## config.mk

```make
export PLATFORM = sky130hd
export DESIGN_NAME = risc_core
export DESIGN_NICKNAME = d
export VERILOG_FILES = /design/src/common/core_pkg.sv /design/src/rtl/risc_core.sv
export SDC_FILE = /design/constraint.sdc
export NUM_CORES = 1
export LEC_CHECK = 0
export ABC_AREA = 1
export BUFFER_PORTS_ARGS = -buffer_cell sky130_fd_sc_hd__clkbuf_2
export CORE_MARGIN = 5
export CORE_UTILIZATION = 44
export CTS_BUF_LIST = sky130_fd_sc_hd__clkbuf_4
export CTS_CLUSTER_SIZE = 25
export DETAILED_ROUTE_END_ITERATION = 10
export PLACE_DENSITY = 0.62
export SLEW_MARGIN = 5
export SYNTH_ARGS = -nofsm -noshare
export SYNTH_HDL_FRONTEND = slang
export SYNTH_SLANG_ARGS = --single-unit
```

## constraint.sdc

```tcl
create_clock -name clock -period 4.47 [get_ports clock]
set_input_delay 0.2235 -clock clock [delete_from_list [all_inputs] [get_ports clock]]
set_output_delay 0.2235 -clock clock [all_outputs]
set_load 0.01 [all_outputs]
```

## src/common/core_pkg.sv

```systemverilog
package core_pkg;

  // ==========================================================
  // Register bus map (byte addresses)
  // ==========================================================
  localparam logic [3:0] CTRL_OFFSET       = 4'h0;
  localparam logic [3:0] PC_VIEW_OFFSET    = 4'h4;
  localparam logic [3:0] CORE_VIEW_OFFSET  = 4'h8;
  localparam int         CTRL_RUN_BIT      = 0;
  localparam int         CTRL_RC_MODE_BIT  = 1;
  localparam logic       CTRL_RUN_RESET    = 1'b1;
  localparam logic       CTRL_RC_RESET     = 1'b0;

  // ==========================================================
  // Data memory map
  // ==========================================================
  localparam int         FILE_ADDR_W       = 5;
  localparam int         FILE_DEPTH        = 32;
  localparam logic [4:0] INDIRECT_ADDR     = 5'h00;
  localparam logic [4:0] PC_LOW_ADDR       = 5'h02;
  localparam logic [4:0] STATUS_ADDR       = 5'h03;
  localparam logic [4:0] POINTER_ADDR      = 5'h04;

  // Status register fields
  localparam int         CARRY_BIT         = 0;
  localparam int         NIBBLE_CARRY_BIT  = 1;
  localparam int         ZERO_BIT          = 2;
  localparam int         PAGE_LO_BIT       = 5;
  localparam int         PAGE_HI_BIT       = 6;
  localparam logic [7:0] STATUS_RESET      = 8'h18;
  localparam logic [7:0] POINTER_RESET     = 8'h00;
  localparam logic [7:0] ACC_RESET         = 8'h00;

  // ==========================================================
  // Instruction format and timing
  // ==========================================================
  localparam int          INSTR_W          = 12;
  localparam logic [11:0] NOP_WORD         = 12'h000;
  localparam int          PC_W_DEFAULT     = 11;
  localparam int          OSC_PER_CYCLE    = 4;

  typedef enum logic [1:0] {
    PH_Q1 = 2'b00,
    PH_Q2 = 2'b01,
    PH_Q3 = 2'b10,
    PH_Q4 = 2'b11
  } phase_e;

endpackage : core_pkg

```

## src/rtl/risc_core.sv

```systemverilog
// The register addresses and the Wishbone register port were left to the implementer.
`timescale 1ns/1ps
module risc_core #(
  parameter int PC_W = core_pkg::PC_W_DEFAULT
) (
  input  wire logic                           clock,
  input  wire logic                           srst,
  input  wire logic                           master_clear_n,
  // Internal program memory port
  output logic [PC_W-1:0]                     prog_addr,
  input  wire logic [core_pkg::INSTR_W-1:0]   prog_data,
  output logic                                secondary_osc_pin,
  // Classic Wishbone slave
  input  wire logic                           cyc_i,
  input  wire logic                           stb_i,
  input  wire logic                           we_i,
  input  wire logic [3:0]                     adr_i,
  input  wire logic [3:0]                     sel_i,
  input  wire logic [31:0]                    dat_i,
  output logic [31:0]                         dat_o,
  output logic                                ack_o
);

  initial begin
    if (PC_W < 9 || PC_W > 11) begin
      $error("PC_W must be 9, 10 or 11");
    end
  end

  // ==========================================================
  // Declarations
  // ==========================================================
  logic                                 clear_meta;
  logic                                 clear_sync;
  logic                                 run;
  logic                                 rc_mode;
  logic                                 core_rst;
  core_pkg::phase_e                     phase;
  logic                                 instr_rate_clock_out;
  logic [core_pkg::INSTR_W-1:0]         ir;
  logic [PC_W-1:0]                      pc;
  logic [PC_W-1:0]                      stack0;
  logic [PC_W-1:0]                      stack1;
  logic [7:0]                           acc;
  logic [7:0]                           status;
  logic [7:0]                           pointer;
  logic [7:0]                           file_mem [core_pkg::FILE_DEPTH];
  logic                                 exec;
  logic [core_pkg::FILE_ADDR_W-1:0]     fa;
  logic [7:0]                           rd;
  logic [7:0]                           res;
  logic                                 wr_f;
  logic                                 wr_w;
  logic                                 upd_z;
  logic                                 upd_c;
  logic                                 upd_dc;
  logic                                 c_v;
  logic                                 dc_v;
  logic                                 skip;
  logic                                 jump;
  logic                                 push;
  logic                                 pop;
  logic [PC_W-1:0]                      jtarget;
  logic [7:0]                           mask;
  logic [8:0]                           add9;
  logic [8:0]                           sub9;
  logic [4:0]                           add5;
  logic [4:0]                           sub5;
  logic [10:0]                          goto11;
  logic [10:0]                          call11;
  logic [10:0]                          pcl11;
  logic                                 bus_req;
  logic [PC_W-1:0]                      pc_inc;

  // ==========================================================
  // Master clear synchroniser and core reset
  // ==========================================================
  always_ff @(posedge clock) begin
    if (srst) begin
      clear_meta <= 1'b0;
      clear_sync <= 1'b0;
    end else begin
      clear_meta <= master_clear_n;
      clear_sync <= clear_meta;
    end
  end

  // Bus register writes still work while the core is held
  assign core_rst = srst | ~clear_sync | ~run;

  // ==========================================================
  // Wishbone slave
  // ==========================================================
  assign bus_req = cyc_i & stb_i & ~ack_o;

  always_ff @(posedge clock) begin
    if (srst) begin
      ack_o <= 1'b0;
    end else begin
      ack_o <= bus_req;
    end
  end

  always_ff @(posedge clock) begin
    if (srst) begin
      run     <= core_pkg::CTRL_RUN_RESET;
      rc_mode <= core_pkg::CTRL_RC_RESET;
    // Write lands at the edge where the master sees ack, while the request still stands
    end else if (cyc_i && stb_i && ack_o && we_i && sel_i[0] && adr_i == core_pkg::CTRL_OFFSET) begin
      run     <= dat_i[core_pkg::CTRL_RUN_BIT];
      rc_mode <= dat_i[core_pkg::CTRL_RC_MODE_BIT];
    end
  end

  always_ff @(posedge clock) begin
    if (srst) begin
      dat_o <= 32'h0000_0000;
    end else if (bus_req && !we_i) begin
      unique case (adr_i)
        core_pkg::CTRL_OFFSET:      dat_o <= {30'h0000_0000, rc_mode, run};
        core_pkg::PC_VIEW_OFFSET:   dat_o <= 32'(pc);
        core_pkg::CORE_VIEW_OFFSET: dat_o <= {16'h0000, status, acc};
        default:                    dat_o <= 32'h0000_0000;
      endcase
    end else begin
      dat_o <= 32'h0000_0000;
    end
  end

  // ==========================================================
  // Quarter-rate phase counter and instruction clock out
  // ==========================================================
  always_ff @(posedge clock) begin
    if (core_rst) begin
      phase <= core_pkg::PH_Q1;
    end else begin
      phase <= core_pkg::phase_e'(phase + 2'b01);
    end
  end

  // Output is high in the second half of each instruction cycle
  always_ff @(posedge clock) begin
    if (core_rst) begin
      instr_rate_clock_out <= 1'b0;
    end else begin
      instr_rate_clock_out <= rc_mode & (phase == core_pkg::PH_Q2 || phase == core_pkg::PH_Q3);
    end
  end

  assign secondary_osc_pin = instr_rate_clock_out;

  // Execute and fetch-latch happen together on the last phase
  assign exec = (phase == core_pkg::PH_Q4);

  // ==========================================================
  // Operand fetch
  // ==========================================================
  // Address zero selects the pointer: indirect access
  assign fa = (ir[4:0] == core_pkg::INDIRECT_ADDR) ? pointer[4:0] : ir[4:0];

  always_comb begin
    unique case (fa)
      core_pkg::INDIRECT_ADDR: rd = 8'h00;
      core_pkg::PC_LOW_ADDR:   rd = pc[7:0];
      core_pkg::STATUS_ADDR:   rd = status;
      core_pkg::POINTER_ADDR:  rd = pointer;
      default:                 rd = file_mem[fa];
    endcase
  end

  assign add9   = {1'b0, rd} + {1'b0, acc};
  assign sub9   = {1'b0, rd} + {1'b0, ~acc} + 9'h001;
  assign add5   = {1'b0, rd[3:0]} + {1'b0, acc[3:0]};
  assign sub5   = {1'b0, rd[3:0]} + {1'b0, ~acc[3:0]} + 5'h01;
  assign mask   = 8'h01 << ir[7:5];
  assign goto11 = {status[core_pkg::PAGE_HI_BIT:core_pkg::PAGE_LO_BIT], ir[8:0]};
  assign call11 = {status[core_pkg::PAGE_HI_BIT:core_pkg::PAGE_LO_BIT], 1'b0, ir[7:0]};
  assign pcl11  = {status[core_pkg::PAGE_HI_BIT:core_pkg::PAGE_LO_BIT], 1'b0, res};
  assign pc_inc = pc + {{(PC_W-1){1'b0}}, 1'b1};

  // ==========================================================
  // Decode and ALU
  // ==========================================================
  always_comb begin
    res     = rd;
    wr_f    = 1'b0;
    wr_w    = 1'b0;
    upd_z   = 1'b0;
    upd_c   = 1'b0;
    upd_dc  = 1'b0;
    c_v     = status[core_pkg::CARRY_BIT];
    dc_v    = status[core_pkg::NIBBLE_CARRY_BIT];
    skip    = 1'b0;
    jump    = 1'b0;
    push    = 1'b0;
    pop     = 1'b0;
    jtarget = pc;
    if (ir[11:10] == 2'b00) begin
      // Byte operations: bit 5 picks file or accumulator as destination
      wr_f = ir[5];
      wr_w = ~ir[5];
      unique case (ir[9:6])
        4'h0: begin
          if (ir[5]) begin
            res  = acc;
            wr_w = 1'b0;
          end else begin
            wr_w = 1'b0; // Housekeeping opcodes act as no-ops
          end
        end
        4'h1: begin
          res   = 8'h00;
          upd_z = 1'b1;
        end
        4'h2: begin
          res    = sub9[7:0];
          c_v    = sub9[8];
          dc_v   = sub5[4];
          upd_z  = 1'b1;
          upd_c  = 1'b1;
          upd_dc = 1'b1;
        end
        4'h3: begin
          res   = rd - 8'h01;
          upd_z = 1'b1;
        end
        4'h4: begin
          res   = rd | acc;
          upd_z = 1'b1;
        end
        4'h5: begin
          res   = rd & acc;
          upd_z = 1'b1;
        end
        4'h6: begin
          res   = rd ^ acc;
          upd_z = 1'b1;
        end
        4'h7: begin
          res    = add9[7:0];
          c_v    = add9[8];
          dc_v   = add5[4];
          upd_z  = 1'b1;
          upd_c  = 1'b1;
          upd_dc = 1'b1;
        end
        4'h8: begin
          res   = rd;
          upd_z = 1'b1;
        end
        4'h9: begin
          res   = ~rd;
          upd_z = 1'b1;
        end
        4'ha: begin
          res   = rd + 8'h01;
          upd_z = 1'b1;
        end
        4'hb: begin
          res  = rd - 8'h01;
          skip = (res == 8'h00);
        end
        4'hc: begin
          res   = {status[core_pkg::CARRY_BIT], rd[7:1]};
          c_v   = rd[0];
          upd_c = 1'b1;
        end
        4'hd: begin
          res   = {rd[6:0], status[core_pkg::CARRY_BIT]};
          c_v   = rd[7];
          upd_c = 1'b1;
        end
        4'he: res = {rd[3:0], rd[7:4]};
        4'hf: begin
          res  = rd + 8'h01;
          skip = (res == 8'h00);
        end
      endcase
    end else if (ir[11:10] == 2'b01) begin
      unique case (ir[9:8])
        2'b00: begin
          res  = rd & ~mask;
          wr_f = 1'b1;
        end
        2'b01: begin
          res  = rd | mask;
          wr_f = 1'b1;
        end
        2'b10: skip = ((rd & mask) == 8'h00);
        2'b11: skip = ((rd & mask) != 8'h00);
      endcase
    end else if (ir[11:9] == 3'b101) begin
      jump    = 1'b1;
      jtarget = goto11[PC_W-1:0];
    end else begin
      unique case (ir[11:8])
        4'h8: begin
          res     = ir[7:0];
          wr_w    = 1'b1;
          jump    = 1'b1;
          pop     = 1'b1;
          jtarget = stack0;
        end
        4'h9: begin
          jump    = 1'b1;
          push    = 1'b1;
          jtarget = call11[PC_W-1:0];
        end
        4'hc: begin
          res  = ir[7:0];
          wr_w = 1'b1;
        end
        4'hd: begin
          res   = ir[7:0] | acc;
          wr_w  = 1'b1;
          upd_z = 1'b1;
        end
        4'he: begin
          res   = ir[7:0] & acc;
          wr_w  = 1'b1;
          upd_z = 1'b1;
        end
        default: begin
          res   = ir[7:0] ^ acc;
          wr_w  = 1'b1;
          upd_z = 1'b1;
        end
      endcase
    end
    // A write to the low program counter is a computed jump
    if (wr_f && fa == core_pkg::PC_LOW_ADDR) begin
      jump    = 1'b1;
      jtarget = pcl11[PC_W-1:0];
    end
  end

  // ==========================================================
  // Fetch pipeline and program counter
  // ==========================================================
  always_ff @(posedge clock) begin
    if (core_rst) begin
      ir <= core_pkg::NOP_WORD;
    end else if (exec) begin
      // Flow change drops the prefetched word, costing a second cycle
      ir <= (jump || skip) ? core_pkg::NOP_WORD : prog_data;
    end
  end

  // Reset vector is the last program word
  always_ff @(posedge clock) begin
    if (core_rst) begin
      pc <= '1;
    end else if (exec) begin
      pc <= jump ? jtarget : pc_inc;
    end
  end

  // Address is held for all four phases of the cycle
  always_ff @(posedge clock) begin
    if (core_rst) begin
      prog_addr <= '1;
    end else begin
      prog_addr <= pc;
    end
  end

  // Two-level return stack
  always_ff @(posedge clock) begin
    if (core_rst) begin
      stack0 <= '0;
      stack1 <= '0;
    end else if (exec && push) begin
      stack0 <= pc;
      stack1 <= stack0;
    end else if (exec && pop) begin
      stack0 <= stack1;
    end
  end

  // ==========================================================
  // Accumulator, status, pointer and file storage
  // ==========================================================
  always_ff @(posedge clock) begin
    if (core_rst) begin
      acc <= core_pkg::ACC_RESET;
    end else if (exec && wr_w) begin
      acc <= res;
    end
  end

  // Flag updates land after a direct write to the status file
  always_ff @(posedge clock) begin
    if (core_rst) begin
      status <= core_pkg::STATUS_RESET;
    end else if (exec) begin
      if (wr_f && fa == core_pkg::STATUS_ADDR) begin
        status <= res;
      end
      if (upd_z) begin
        status[core_pkg::ZERO_BIT] <= (res == 8'h00);
      end
      if (upd_c) begin
        status[core_pkg::CARRY_BIT] <= c_v;
      end
      if (upd_dc) begin
        status[core_pkg::NIBBLE_CARRY_BIT] <= dc_v;
      end
    end
  end

  always_ff @(posedge clock) begin
    if (core_rst) begin
      pointer <= core_pkg::POINTER_RESET;
    end else if (exec && wr_f && fa == core_pkg::POINTER_ADDR) begin
      pointer <= res;
    end
  end

  // General files are plain storage and keep contents over reset
  for (genvar i = 0; i < core_pkg::FILE_DEPTH; i++) begin : g_file
    always_ff @(posedge clock) begin
      if (!core_rst && exec && wr_f && fa == core_pkg::FILE_ADDR_W'(i)) begin
        file_mem[i] <= res;
      end
    end
  end

endmodule : risc_core

```

Yosys cells after proc, flatten, opt, wreduce, memory -nomap -nowiden. Memory sizes are Yosys's and may differ from the RTL's. Index checks and enable logic that the tools add are counted.

$add $sub $neg: 10. Equality and inequality tests: 68. Shift operators: 1. Multiplexer cells: 218. Bitwise operators: 23. Reductions and logical operators: 112.

Operators by type and width (count): $mux 8 (35); $reduce_or 8->1 (31); $mux 5 (32); $mux 1 (132); $pmux 8 s14 (1); $eq 5x5->1 const B (16); $mux 11 (7); $pmux 8 s4 (2); $eq 4x4->1 const B (14); $pmux 16 s3 (1); $logic_and 1x1->1 (47); $eq 5x4->1 const B (8); $and 8x8->8 (4); $logic_not 8->1 (4); $not 8->8 (3); $or 8x8->8 (3); $pmux 11 s2 (1); $eq 4x3->1 const B (5); $eq 5x3->1 const B (4); $add 8x8->9 (2); $pmux 8 s2 (1); $xor 8x8->8 (2); $reduce_or 2->1 (7); $mux 12 (1); other kinds (38) (69).

Flip-flop bits (word level): 120. Memory bits (writable): 256. Word-level logic and storage cells: 452. Memories: 1.

Memory list: file_mem (depth 32, bits a word 8, read ports 1, clocked after memory_dff 0, wr ports 1, line risc_core.sv:47) `logic [7:0] file_mem [core_pkg::FILE_DEPTH];`.

Longest topological paths before layout. Gate-level depths: netlist of the first run.

Depth in word-level cells: 41. Depth in mapped cells: 39. Depth with buffers taken out: 38.

Worst setup path after synthesis of the first run. Ideal clock, no wire load.

Path type: register to register. Start: reg ir[2] (netlist name). End: reg status[2]. Setup time: 70 ps. Arrival: 4552 ps. Setup slack: -152 ps. Stages on the path, launching flop included: 30. Path buffers: 2. Period minus slack after synthesis: 4622 ps. Cell sequence: dfxtp_1 nor2_4 nand3_4 o21ai_4 inv_2 buf_6 clkbuf_1 o21ai_1 nand2_1 a21oi_1 nand2_1 nand3_1 nand2_2 inv_2 ha_1 inv_1 fa_1 o22ai_1 or4_1 a21oi_1 nand2_1 inv_1 nand2_1 nand2_1 nand3_1 nor2_1 nand3_1 nor2_1 nand3_1 a21oi_1.

Longest elaborated chain between the ends: 10. Elaborated cells between the ends (all ways): 35. Those cells by class: add/sub (5); eq/ne (3); mux (11); bitwise (9); reduce/logical (6); memory (1).

RTL lines: start: declaration (line risc_core.sv:40) `logic [core_pkg::INSTR_W-1:0] ir;`; start signal: assignment (line risc_core.sv:342) `ir <= core_pkg::NOP_WORD;`; start signal: assignment (line risc_core.sv:345) `ir <= (jump || skip) ? core_pkg::NOP_WORD : prog_data;`; $logic_not 5->1 (line risc_core.sv:159) `assign fa = (ir[4:0] == core_pkg::INDIRECT_ADDR) ? pointer[4:0] : ir[4:0];`; $mux 5 (*) (line risc_core.sv:159); $mem_v2 32x8, or another cell as far along; $pmux 8 s4 (*) (line risc_core.sv:162) `unique case (fa)`; $add 8x8->9, or another cell as far along (line risc_core.sv:172) `assign sub9 = {1'b0, rd} + {1'b0, ~acc} + 9'h001;`; $add 9x1->9, or another cell as far along (line risc_core.sv:172); $pmux 8 s14 or $mux 8 (tied branches) (line risc_core.sv:202, risc_core.sv:279); $mux 8 (*) (line risc_core.sv:198) `if (ir[11:10] == 2'b00) begin`; via res[1] (line risc_core.sv:51) `logic [7:0] res;`; $logic_not 8->1 (*) (line risc_core.sv:400) `status[core_pkg::ZERO_BIT] <= (res == 8'h00);`; $mux 1 (*) (line risc_core.sv:399) `if (upd_z) begin`; end signal: assignment (line risc_core.sv:397) `status <= res;`; end signal: indexed assignment (line risc_core.sv:400); end signal: indexed assignment (line risc_core.sv:403) `status[core_pkg::CARRY_BIT] <= c_v;`; end: declaration (line risc_core.sv:45) `logic [7:0] status;`.

The timed path passes the listed nets; every way through them passes the cells marked *. The select of a mux whose other input is x is not followed. A chain may end at the register's enable or synchronous reset.

Final worst setup path of the first run.
Start: reg ir[0] (netlist name). End: mem file_mem[28][6], data pin.

Longest elaborated chain between the ends: 39. Elaborated cells between the ends (all ways): 204. Those cells by class: add/sub (5); eq/ne (30); mux (100); bitwise (6); reduce/logical (62); memory (1).

RTL lines (line): $logic_not 5->1 (risc_core.sv:159); $mux 5 (*) (risc_core.sv:159); $mem_v2 32x8, or another cell as far along; $pmux 8 s4 (*) (risc_core.sv:162); $add 8x8->9, or another cell as far along (risc_core.sv:172); $add 9x1->9, or another cell as far along (risc_core.sv:172); $pmux 8 s14 or $mux 8 (tied branches) (risc_core.sv:202, risc_core.sv:279); $mux 8 (*) (risc_core.sv:198); via res[6] (risc_core.sv:51); $mux 8 (no source line) (30 in series); $mux 8 (no source line) (*); end: declaration (risc_core.sv:47).

The timed path passes the listed nets; every way through them passes the cells marked *.

==> metrics.cfg, run 1 <==
[run_status]
status = finished, violations left
violations = negative setup slack

[die]
io_pins = 103
initial_core_util = 0.4475
die_h_um = 217.0
core-area_um2 = 42130
die-area_um2 = 47090
die-width_um = 217.0
num_rows = 75

[min_path]
holdPathStages = 4
worstHoldStart = adr_i[0]
min_delay_worst_endpoint = dat_o[13]
hp-class = in2reg

[sta]
slew_viol_final = 0
hold_viol = 0
fmax_mhz = 210.1
finalSetupTns_ns = -20.07
skew_ns = 0.05321
worst_slack_ns = -0.2891
finalCritPeriodShare = 1.065
fin_crit_ns = 4.759
hold_slack_ns = 0.1311
tightest_slew_ns = 0.9477
relSlewSlack = 0.3675
setup_violations = 177
rsz0062_at_grt = yes

[setup_path]
r2r-start = ir[0]
crit_required_ns = 5.05
crit_path_end_kind = flop
ff2ff_path_depth = 33
criticalPathCategory = reg2reg
cp_data_arrival_time_ns = 5.34
worstReg2RegEnd = file_mem[28][6]
r2r_slack_ns = -0.29
slowest_stage = fa_2
cp_common_cell = nand2_2
cpPeakStageDelay_ns = 0.38
cp_max_fo = 10
start_kind = flop

[synthesis]
synth_xor_area_frac = 0.003716
yosys.area_share.adder = 0.03398
synth_compound_area_frac = 0.1149
synth_flop_cell = edfxtp_1
ys_types = 50
synth_area_per_cell_um2 = 8.298
netlist_area_um2 = 18850
synth_top_area_share = 0.4078
syn_inst = 2272
synth_edf_count = 256
yosys.area_share.simple = 0.2350
synth-seq-cells = 360
yosys.area.top_type = edfxtp_1
synthArstFlopShare = 0
synth_mux_area_frac = 0
ys_top_cells_by_area = edfxtp_1 41%, nand2_1 13%, dfxtp_1 11%
ys_seq_area_frac = 0.5182
ys_warn_count = 0
synth_top_family_by_area = simple AND/OR/NAND/NOR gates

[place]
gp_congestion = 1.017
io_buffers = 53
hpwl_um = 43210

[routing]
vias_per_cell = 5.450
ant_nets = 0
wirelength_um = 65780
drt-pass1-iter-count = 7
drc = 0
wl_per_cell_um = 20.02
vias = 17900
drt_iter0_drc = 1996

[pwr]
leakage_nw = 11.22
ir_drop_mv = 0.2752
pwr_density_cell_nw_per_um2 = 256.5

[clocking]
cts.sinks = 360
clk_pin_slew_ns = 0.07
cts_tree = yes
cts-root-buf = clkbuf_4
cts_buffers = 96
clk_path_buf_depth = 3
ctsHtreeMaxLevel = 3
insertion_delay_ns = 0.84

[grt]
grt_pass1_vias = 16940
grt_max_degree = 54
overflow = 0
antenna_found_initial = 2
gr-usage-all-layers = 0.2604
grt_pass1_wl_um = 95800

[finish]
fillCellCount = 3669
finalNetCount = 2781
drive_above_1_share = 0.2614
syn2layout_area_growth_pct = 31.93

[job]
drv_cap = 0

[what timing repair did]
item / 4_1_cts / 5_1_grt
gates cloned: 6 / 14
pin swaps: 17 / 53
setup endpoints to repair: 186 / 252
setup buffers: 38 / 40
endpoints found under the hold margin: 33 / 0
resized for setup: 102 / 225
hold buffers: 31 / 0
[worst max-delay path by stage]
| stage | from | to | slack [ns] | cells past startpoint |
|---|---|---|---|---|
| finish | ir[0] | file_mem[28][6] | -0.29 | 33 |
| global route | ir[2] | status[2] | -0.44 | 35 |
| CTS | ir[3] | file_mem[6][6] | -0.11 | 34 |
| detailed placement | ir[2] | file_mem[7][6] | -0.49 | 31 |
| global placement | ir[2] | file_mem[23][6] | -0.36 | 29 |
| floorplan | ir[2] | pc[6] | 0.05 | 34 |
[registers in the layout (all words and copies together) (netlist names)]
register and flops:
acc 8, ack_o 1, clear_meta 1, clear_sync 1
dat_o 16, file_mem 256, ir 12, pc 11
phase 2, pointer 8, prog_addr 11, rc_mode 1
run 1, secondary_osc_pin 1, stack0 11, stack1 11
status 8
[layer usage]
layer  part of all wire  vias up  GRT usage  wire length (um)
met3               0.10      127    0.06518              6766
li1                   -     8316          -                 -
met5                  0        -          0                 0
met4              0.028        0    0.08321              1838
met2               0.45      978     0.3978             29420
met1               0.42     8483     0.3670             27760
[kinds of logic (layout without fill, tap and decap cells)]
family	after synthesis	count (layout)
AND/OR/NAND/NOR	1053	1053
other	1	19
XOR/XNOR	8	8
flip-flops	360	360
adder cells (fa/ha/maj)	50	50
buffers and inverters	421	877
AO/OA/AOI/OAI	379	379
[cell usage in the layout, fill, tap and decap left out, drive strengths merged, types with 2 or more instances in the layout]
| cell type | Yosys | layout |
|---|---|---|
| a211oi | 2 | 2 |
| a21oi | 137 | 137 |
| a221oi | 5 | 5 |
| a22oi | 3 | 3 |
| a31oi | 8 | 8 |
| buf | 60 | 288 |
| bufbuf | 0 | 3 |
| bufinv | 0 | 2 |
| clkbuf | 38 | 187 |
| clkinv | 3 | 42 |
| clkinvlp | 0 | 2 |
| conb | 1 | 16 |
| dfxtp | 104 | 104 |
| diode | 0 | 3 |
| dlygate4sd3 | 0 | 31 |
| edfxtp | 256 | 256 |
| fa | 2 | 2 |
| ha | 48 | 48 |
| inv | 320 | 322 |
| nand2 | 687 | 687 |
| nand3 | 107 | 107 |
| nand3b | 21 | 21 |
| nand4 | 18 | 18 |
| nor2 | 173 | 173 |
| nor3 | 41 | 41 |
| nor3b | 2 | 2 |
| o2111ai | 16 | 16 |
| o211ai | 20 | 20 |
| o21ai | 154 | 154 |
| o21bai | 4 | 4 |
| o221ai | 4 | 4 |
| o22ai | 23 | 23 |
| or2 | 3 | 3 |
| xor2 | 7 | 7 |
[cell usage after synthesis (3+ instances only)]
cell and instances:
a21oi_1 137, a221oi_1 5, a22oi_1 3, a31oi_1 8, buf_2 23, buf_4 27
buf_6 8, clkbuf_1 38, clkinv_1 3, dfxtp_1 104, edfxtp_1 256, ha_1 48
inv_1 302, inv_2 17, nand2_1 677, nand2_2 9, nand3_1 98, nand3_2 6
nand3_4 3, nand3b_1 21, nand4_1 17, nor2_1 164, nor2_2 6, nor2_4 3
nor3_1 41, o2111ai_1 14, o211ai_1 20, o21ai_0 140, o21ai_1 9, o21ai_4 3
o21bai_1 4, o221ai_1 4, o22ai_1 23, or2_2 3, xor2_1 7
[metrics by stage]
stage	setup slack, ns	power, W	util	area (um2)	std cells
floorplan	0.04574	0.003631	-	18920	2287
global route	-0.4387	0.006652	0.5903	24870	3285
detailed placement	-0.4855	0.003638	0.5017	21140	2993
finish	-0.2891	0.006380	0.5903	24870	3285
CTS	-0.1118	0.006441	0.5566	23450	3236
global placement	-0.3637	0.003637	0.5017	21140	2993
[power breakdown]
| part | switching [W] | total [W] | internal, W |
|---|---|---|---|
| Combinational | 0.0000297 | 0.0000554 | 0.0000258 |
| Clock | 0.00138 | 0.00280 | 0.00142 |
| Sequential | 0.000000983 | 0.00353 | 0.00353 |
[critical path: cells and delay by family, from the launching register on]
| family | cells | cell delay [ns] |
|---|---|---|
| flops | 1 | 0.33 |
| compound gates | 8 | 0.87 |
| fa+ha+maj | 1 | 0.38 |
| simple gates | 16 | 1.88 |
| buf+inv | 8 | 1.03 |
[final cells by class]
class | instances | area [um2] | area share
Tap cell | 539 | 674.4 | 0.02711
Antenna cell | 3 | 7.507 | 0.0003018
Sequential cell | 360 | 9774 | 0.3930
Timing Repair inverter | 1 | 8.758 | 0.0003521
Clock buffer | 124 | 930.9 | 0.03743
Timing Repair Buffer | 385 | 3737 | 0.1503
Clock inverter | 44 | 240.2 | 0.009658
Inverter | 323 | 1247 | 0.05015
Multi-Input combinational cell | 1506 | 8252 | 0.3318
Power figures use the tool's default switching activity.
==> inputs of run 2 (changes only) <==
--- a/config.mk
+++ b/config.mk
@@ -7,7 +7,6 @@
 export LEC_CHECK = 0
 export ABC_AREA = 1
 export BUFFER_PORTS_ARGS = -buffer_cell sky130_fd_sc_hd__clkbuf_2
-export CORE_MARGIN = 5
 export CORE_UTILIZATION = 44
 export CTS_BUF_LIST = sky130_fd_sc_hd__clkbuf_4
 export CTS_CLUSTER_SIZE = 25
@@ -17,3 +16,4 @@
 export SYNTH_ARGS = -nofsm -noshare
 export SYNTH_HDL_FRONTEND = slang
 export SYNTH_SLANG_ARGS = --single-unit
+export TNS_END_PERCENT = 1
==> metrics.cfg, run 2 (synthesis results as in run 1) <==
[die]
die_h_um = 209.0  ; -3.7%
initial_core_util = 0.4475  ; unchanged
io_pins = 103  ; unchanged
num_rows = 75  ; unchanged
die-width_um = 209.0  ; -3.7%
core-area_um2 = 42130  ; unchanged
die-area_um2 = 43680  ; -7.2%

[clocking]
cts_tree = yes
insertion_delay_ns = 0.84  ; about the same
cts.sinks = 360  ; unchanged
cts_buffers = 92  ; -4.2%
clk_pin_slew_ns = 0.07  ; about the same
ctsHtreeMaxLevel = 3  ; unchanged
cts-root-buf = clkbuf_4
clk_path_buf_depth = 3  ; unchanged

[setup_path]
cpPeakStageDelay_ns = 0.34  ; -0.04 ns
r2r_slack_ns = -0.11  ; +0.18 ns
cp_data_arrival_time_ns = 5.10  ; -0.24 ns
crit_end = file_mem[1][6]
r2r-start = ir[2]
crit_path_end_kind = flop
ff2ff_path_depth = 33  ; unchanged
cp_max_fo = 16  ; +6
crit_start = ir[2]
start_kind = flop
crit_required_ns = 4.99  ; -0.06 ns
slowest_stage = dfxtp_2
criticalPathCategory = reg2reg
cp_common_cell = nand2_1
worstReg2RegEnd = file_mem[1][6]

[grt]
gr-usage-all-layers = 0.2824  ; +0.02197
grt_pass1_wl_um = 93560  ; -2.3%
grt_max_degree = 54  ; unchanged
grt_pass1_vias = 16540  ; -2.4%
overflow = 0  ; unchanged
antenna_found_initial = 1  ; -1

[sta]
skew_ns = 0.06875  ; +0.01554 ns
tightest_slew_ns = 0.9469  ; -0.0007586 ns
worst_slack_ns = -0.1082  ; +0.1810 ns
rsz0062_at_grt = yes
finalSetupTns_ns = -3.771  ; +16.30 ns
relSlewSlack = 0.3680  ; +0.0005060
fin_crit_ns = 4.578  ; -0.1810 ns
setup_violations = 68  ; -62%
fmax_mhz = 218.4  ; +4.0%
finalCritPeriodShare = 1.024  ; -0.04049
hold_viol = 0  ; unchanged
slew_viol_final = 0  ; unchanged

[finish]
drive_above_1_share = 0.2136  ; -0.04783
final_cell_mix = 658 x nand2_1, 297 x inv_1, 256 x edfxtp_1
mostFrequentLayoutCell = nand2_1
top_register = file_mem
utilization = 0.5546  ; -0.03572
finalNetCount = 2722  ; -2.1%
reg.largest.list = file_mem (256), dat_o (16), ir (12)
syn2layout_area_growth_pct = 23.94
largest_register_ffs = 256  ; unchanged

[routing]
vias_per_cell = 5.376  ; -1.4%
drc = 0  ; unchanged
vias = 17250  ; -3.6%
wirelength_um = 61900  ; -5.9%
drt-pass1-iter-count = 5  ; -2
ant_nets = 0  ; unchanged
wl_per_cell_um = 19.29  ; -3.7%
drt_iter0_drc = 1467  ; -27%

[min_path]
worstHoldStart = adr_i[0]
hp-class = in2reg

[pwr]
finalPower_w = 0.006330  ; -0.78%
leakage_nw = 10.59  ; -5.6%
ir_drop_mv = 0.2327  ; -15%
pwr_density_cell_nw_per_um2 = 270.9  ; +5.6%

[run_status]
violations = negative setup slack
status = finished, violations left

[job]
drv_cap = 0  ; unchanged

[place]
io_buffers = 53  ; unchanged
hpwl_um = 42700  ; -1.2%
gp_congestion = 0.9043  ; -11%

run 2: critical path: cells and delay by family, from the launching register on:
kind            cells  cell delay [ns]
buf+inv             6             0.64
simple gates       20             2.19
fa+ha+maj           2             0.38
flops               1             0.34
compound gates      5             0.72
run 2: how the worst min path moves through the flow:
stage	to	cells past startpoint	slack, ns
2_1_floorplan	clear_meta	1	0.29
3_3_place_gp	clear_sync	2	0.39
3_5_place_dp	clear_sync	2	0.40
4_1_cts	dat_o[7]	6	0.07
5_1_grt	dat_o[7]	6	0.18
6_report	dat_o[7]	6	0.15
run 2: metal layers:
layer / GRT usage / wire [um] / up-vias
li1: - / - / 8184
met1: 0.3980 / 27560 / 8120
met3: 0.05666 / 5572 / 125
met2: 0.4320 / 27040 / 822
met5: 0 / 0 / -
met4: 0.09838 / 1723 / 0
run 2: final cells by class:
| type | count | area (um2) |
|---|---|---|
| fill | 3834 | 18770 |
| sequential | 360 | 9773 |
| multi-input combinational | 1506 | 7731 |
| timing repair buffer | 331 | 2849 |
| inverter | 323 | 1231 |
| clock buffer | 129 | 968.4 |
| tap | 539 | 674.4 |
| clock inverter | 20 | 137.6 |
| antenna | 1 | 2.502 |
run 2: timing repair:
item,4_1_cts,5_1_grt
setup buffers,13,10
pin swaps,20,28
gates resized for setup,75,62
hold buffers,30,0
cloned,3,4
setup endpoints to repair,213,216
endpoints found under the hold margin,25,0
run 2: report_power, final:
group / internal, W / leakage [nW] / switching (W)
Sequential: 0.00353 / 2.76 / 0.000000942
Combinational: 0.0000251 / 7.17 / 0.0000300
Clock: 0.00143 / 0.667 / 0.00132
Total: 0.00498 / 10.6 / 0.00135
run 2: through the flow:
step           setup WS, ns  cells  cell area (um2)  hold slack [ns]
2_1_floorplan       0.04574   2287            18920           0.2947
3_3_place_gp        -0.4308   2999            21140           0.3943
3_5_place_dp        -0.4042   2999            21140           0.3997
4_1_cts            -0.01366   3194            22990          0.06527
5_1_grt             -0.4324   3209            23370           0.1778
6_report            -0.1082   3209            23370           0.1506
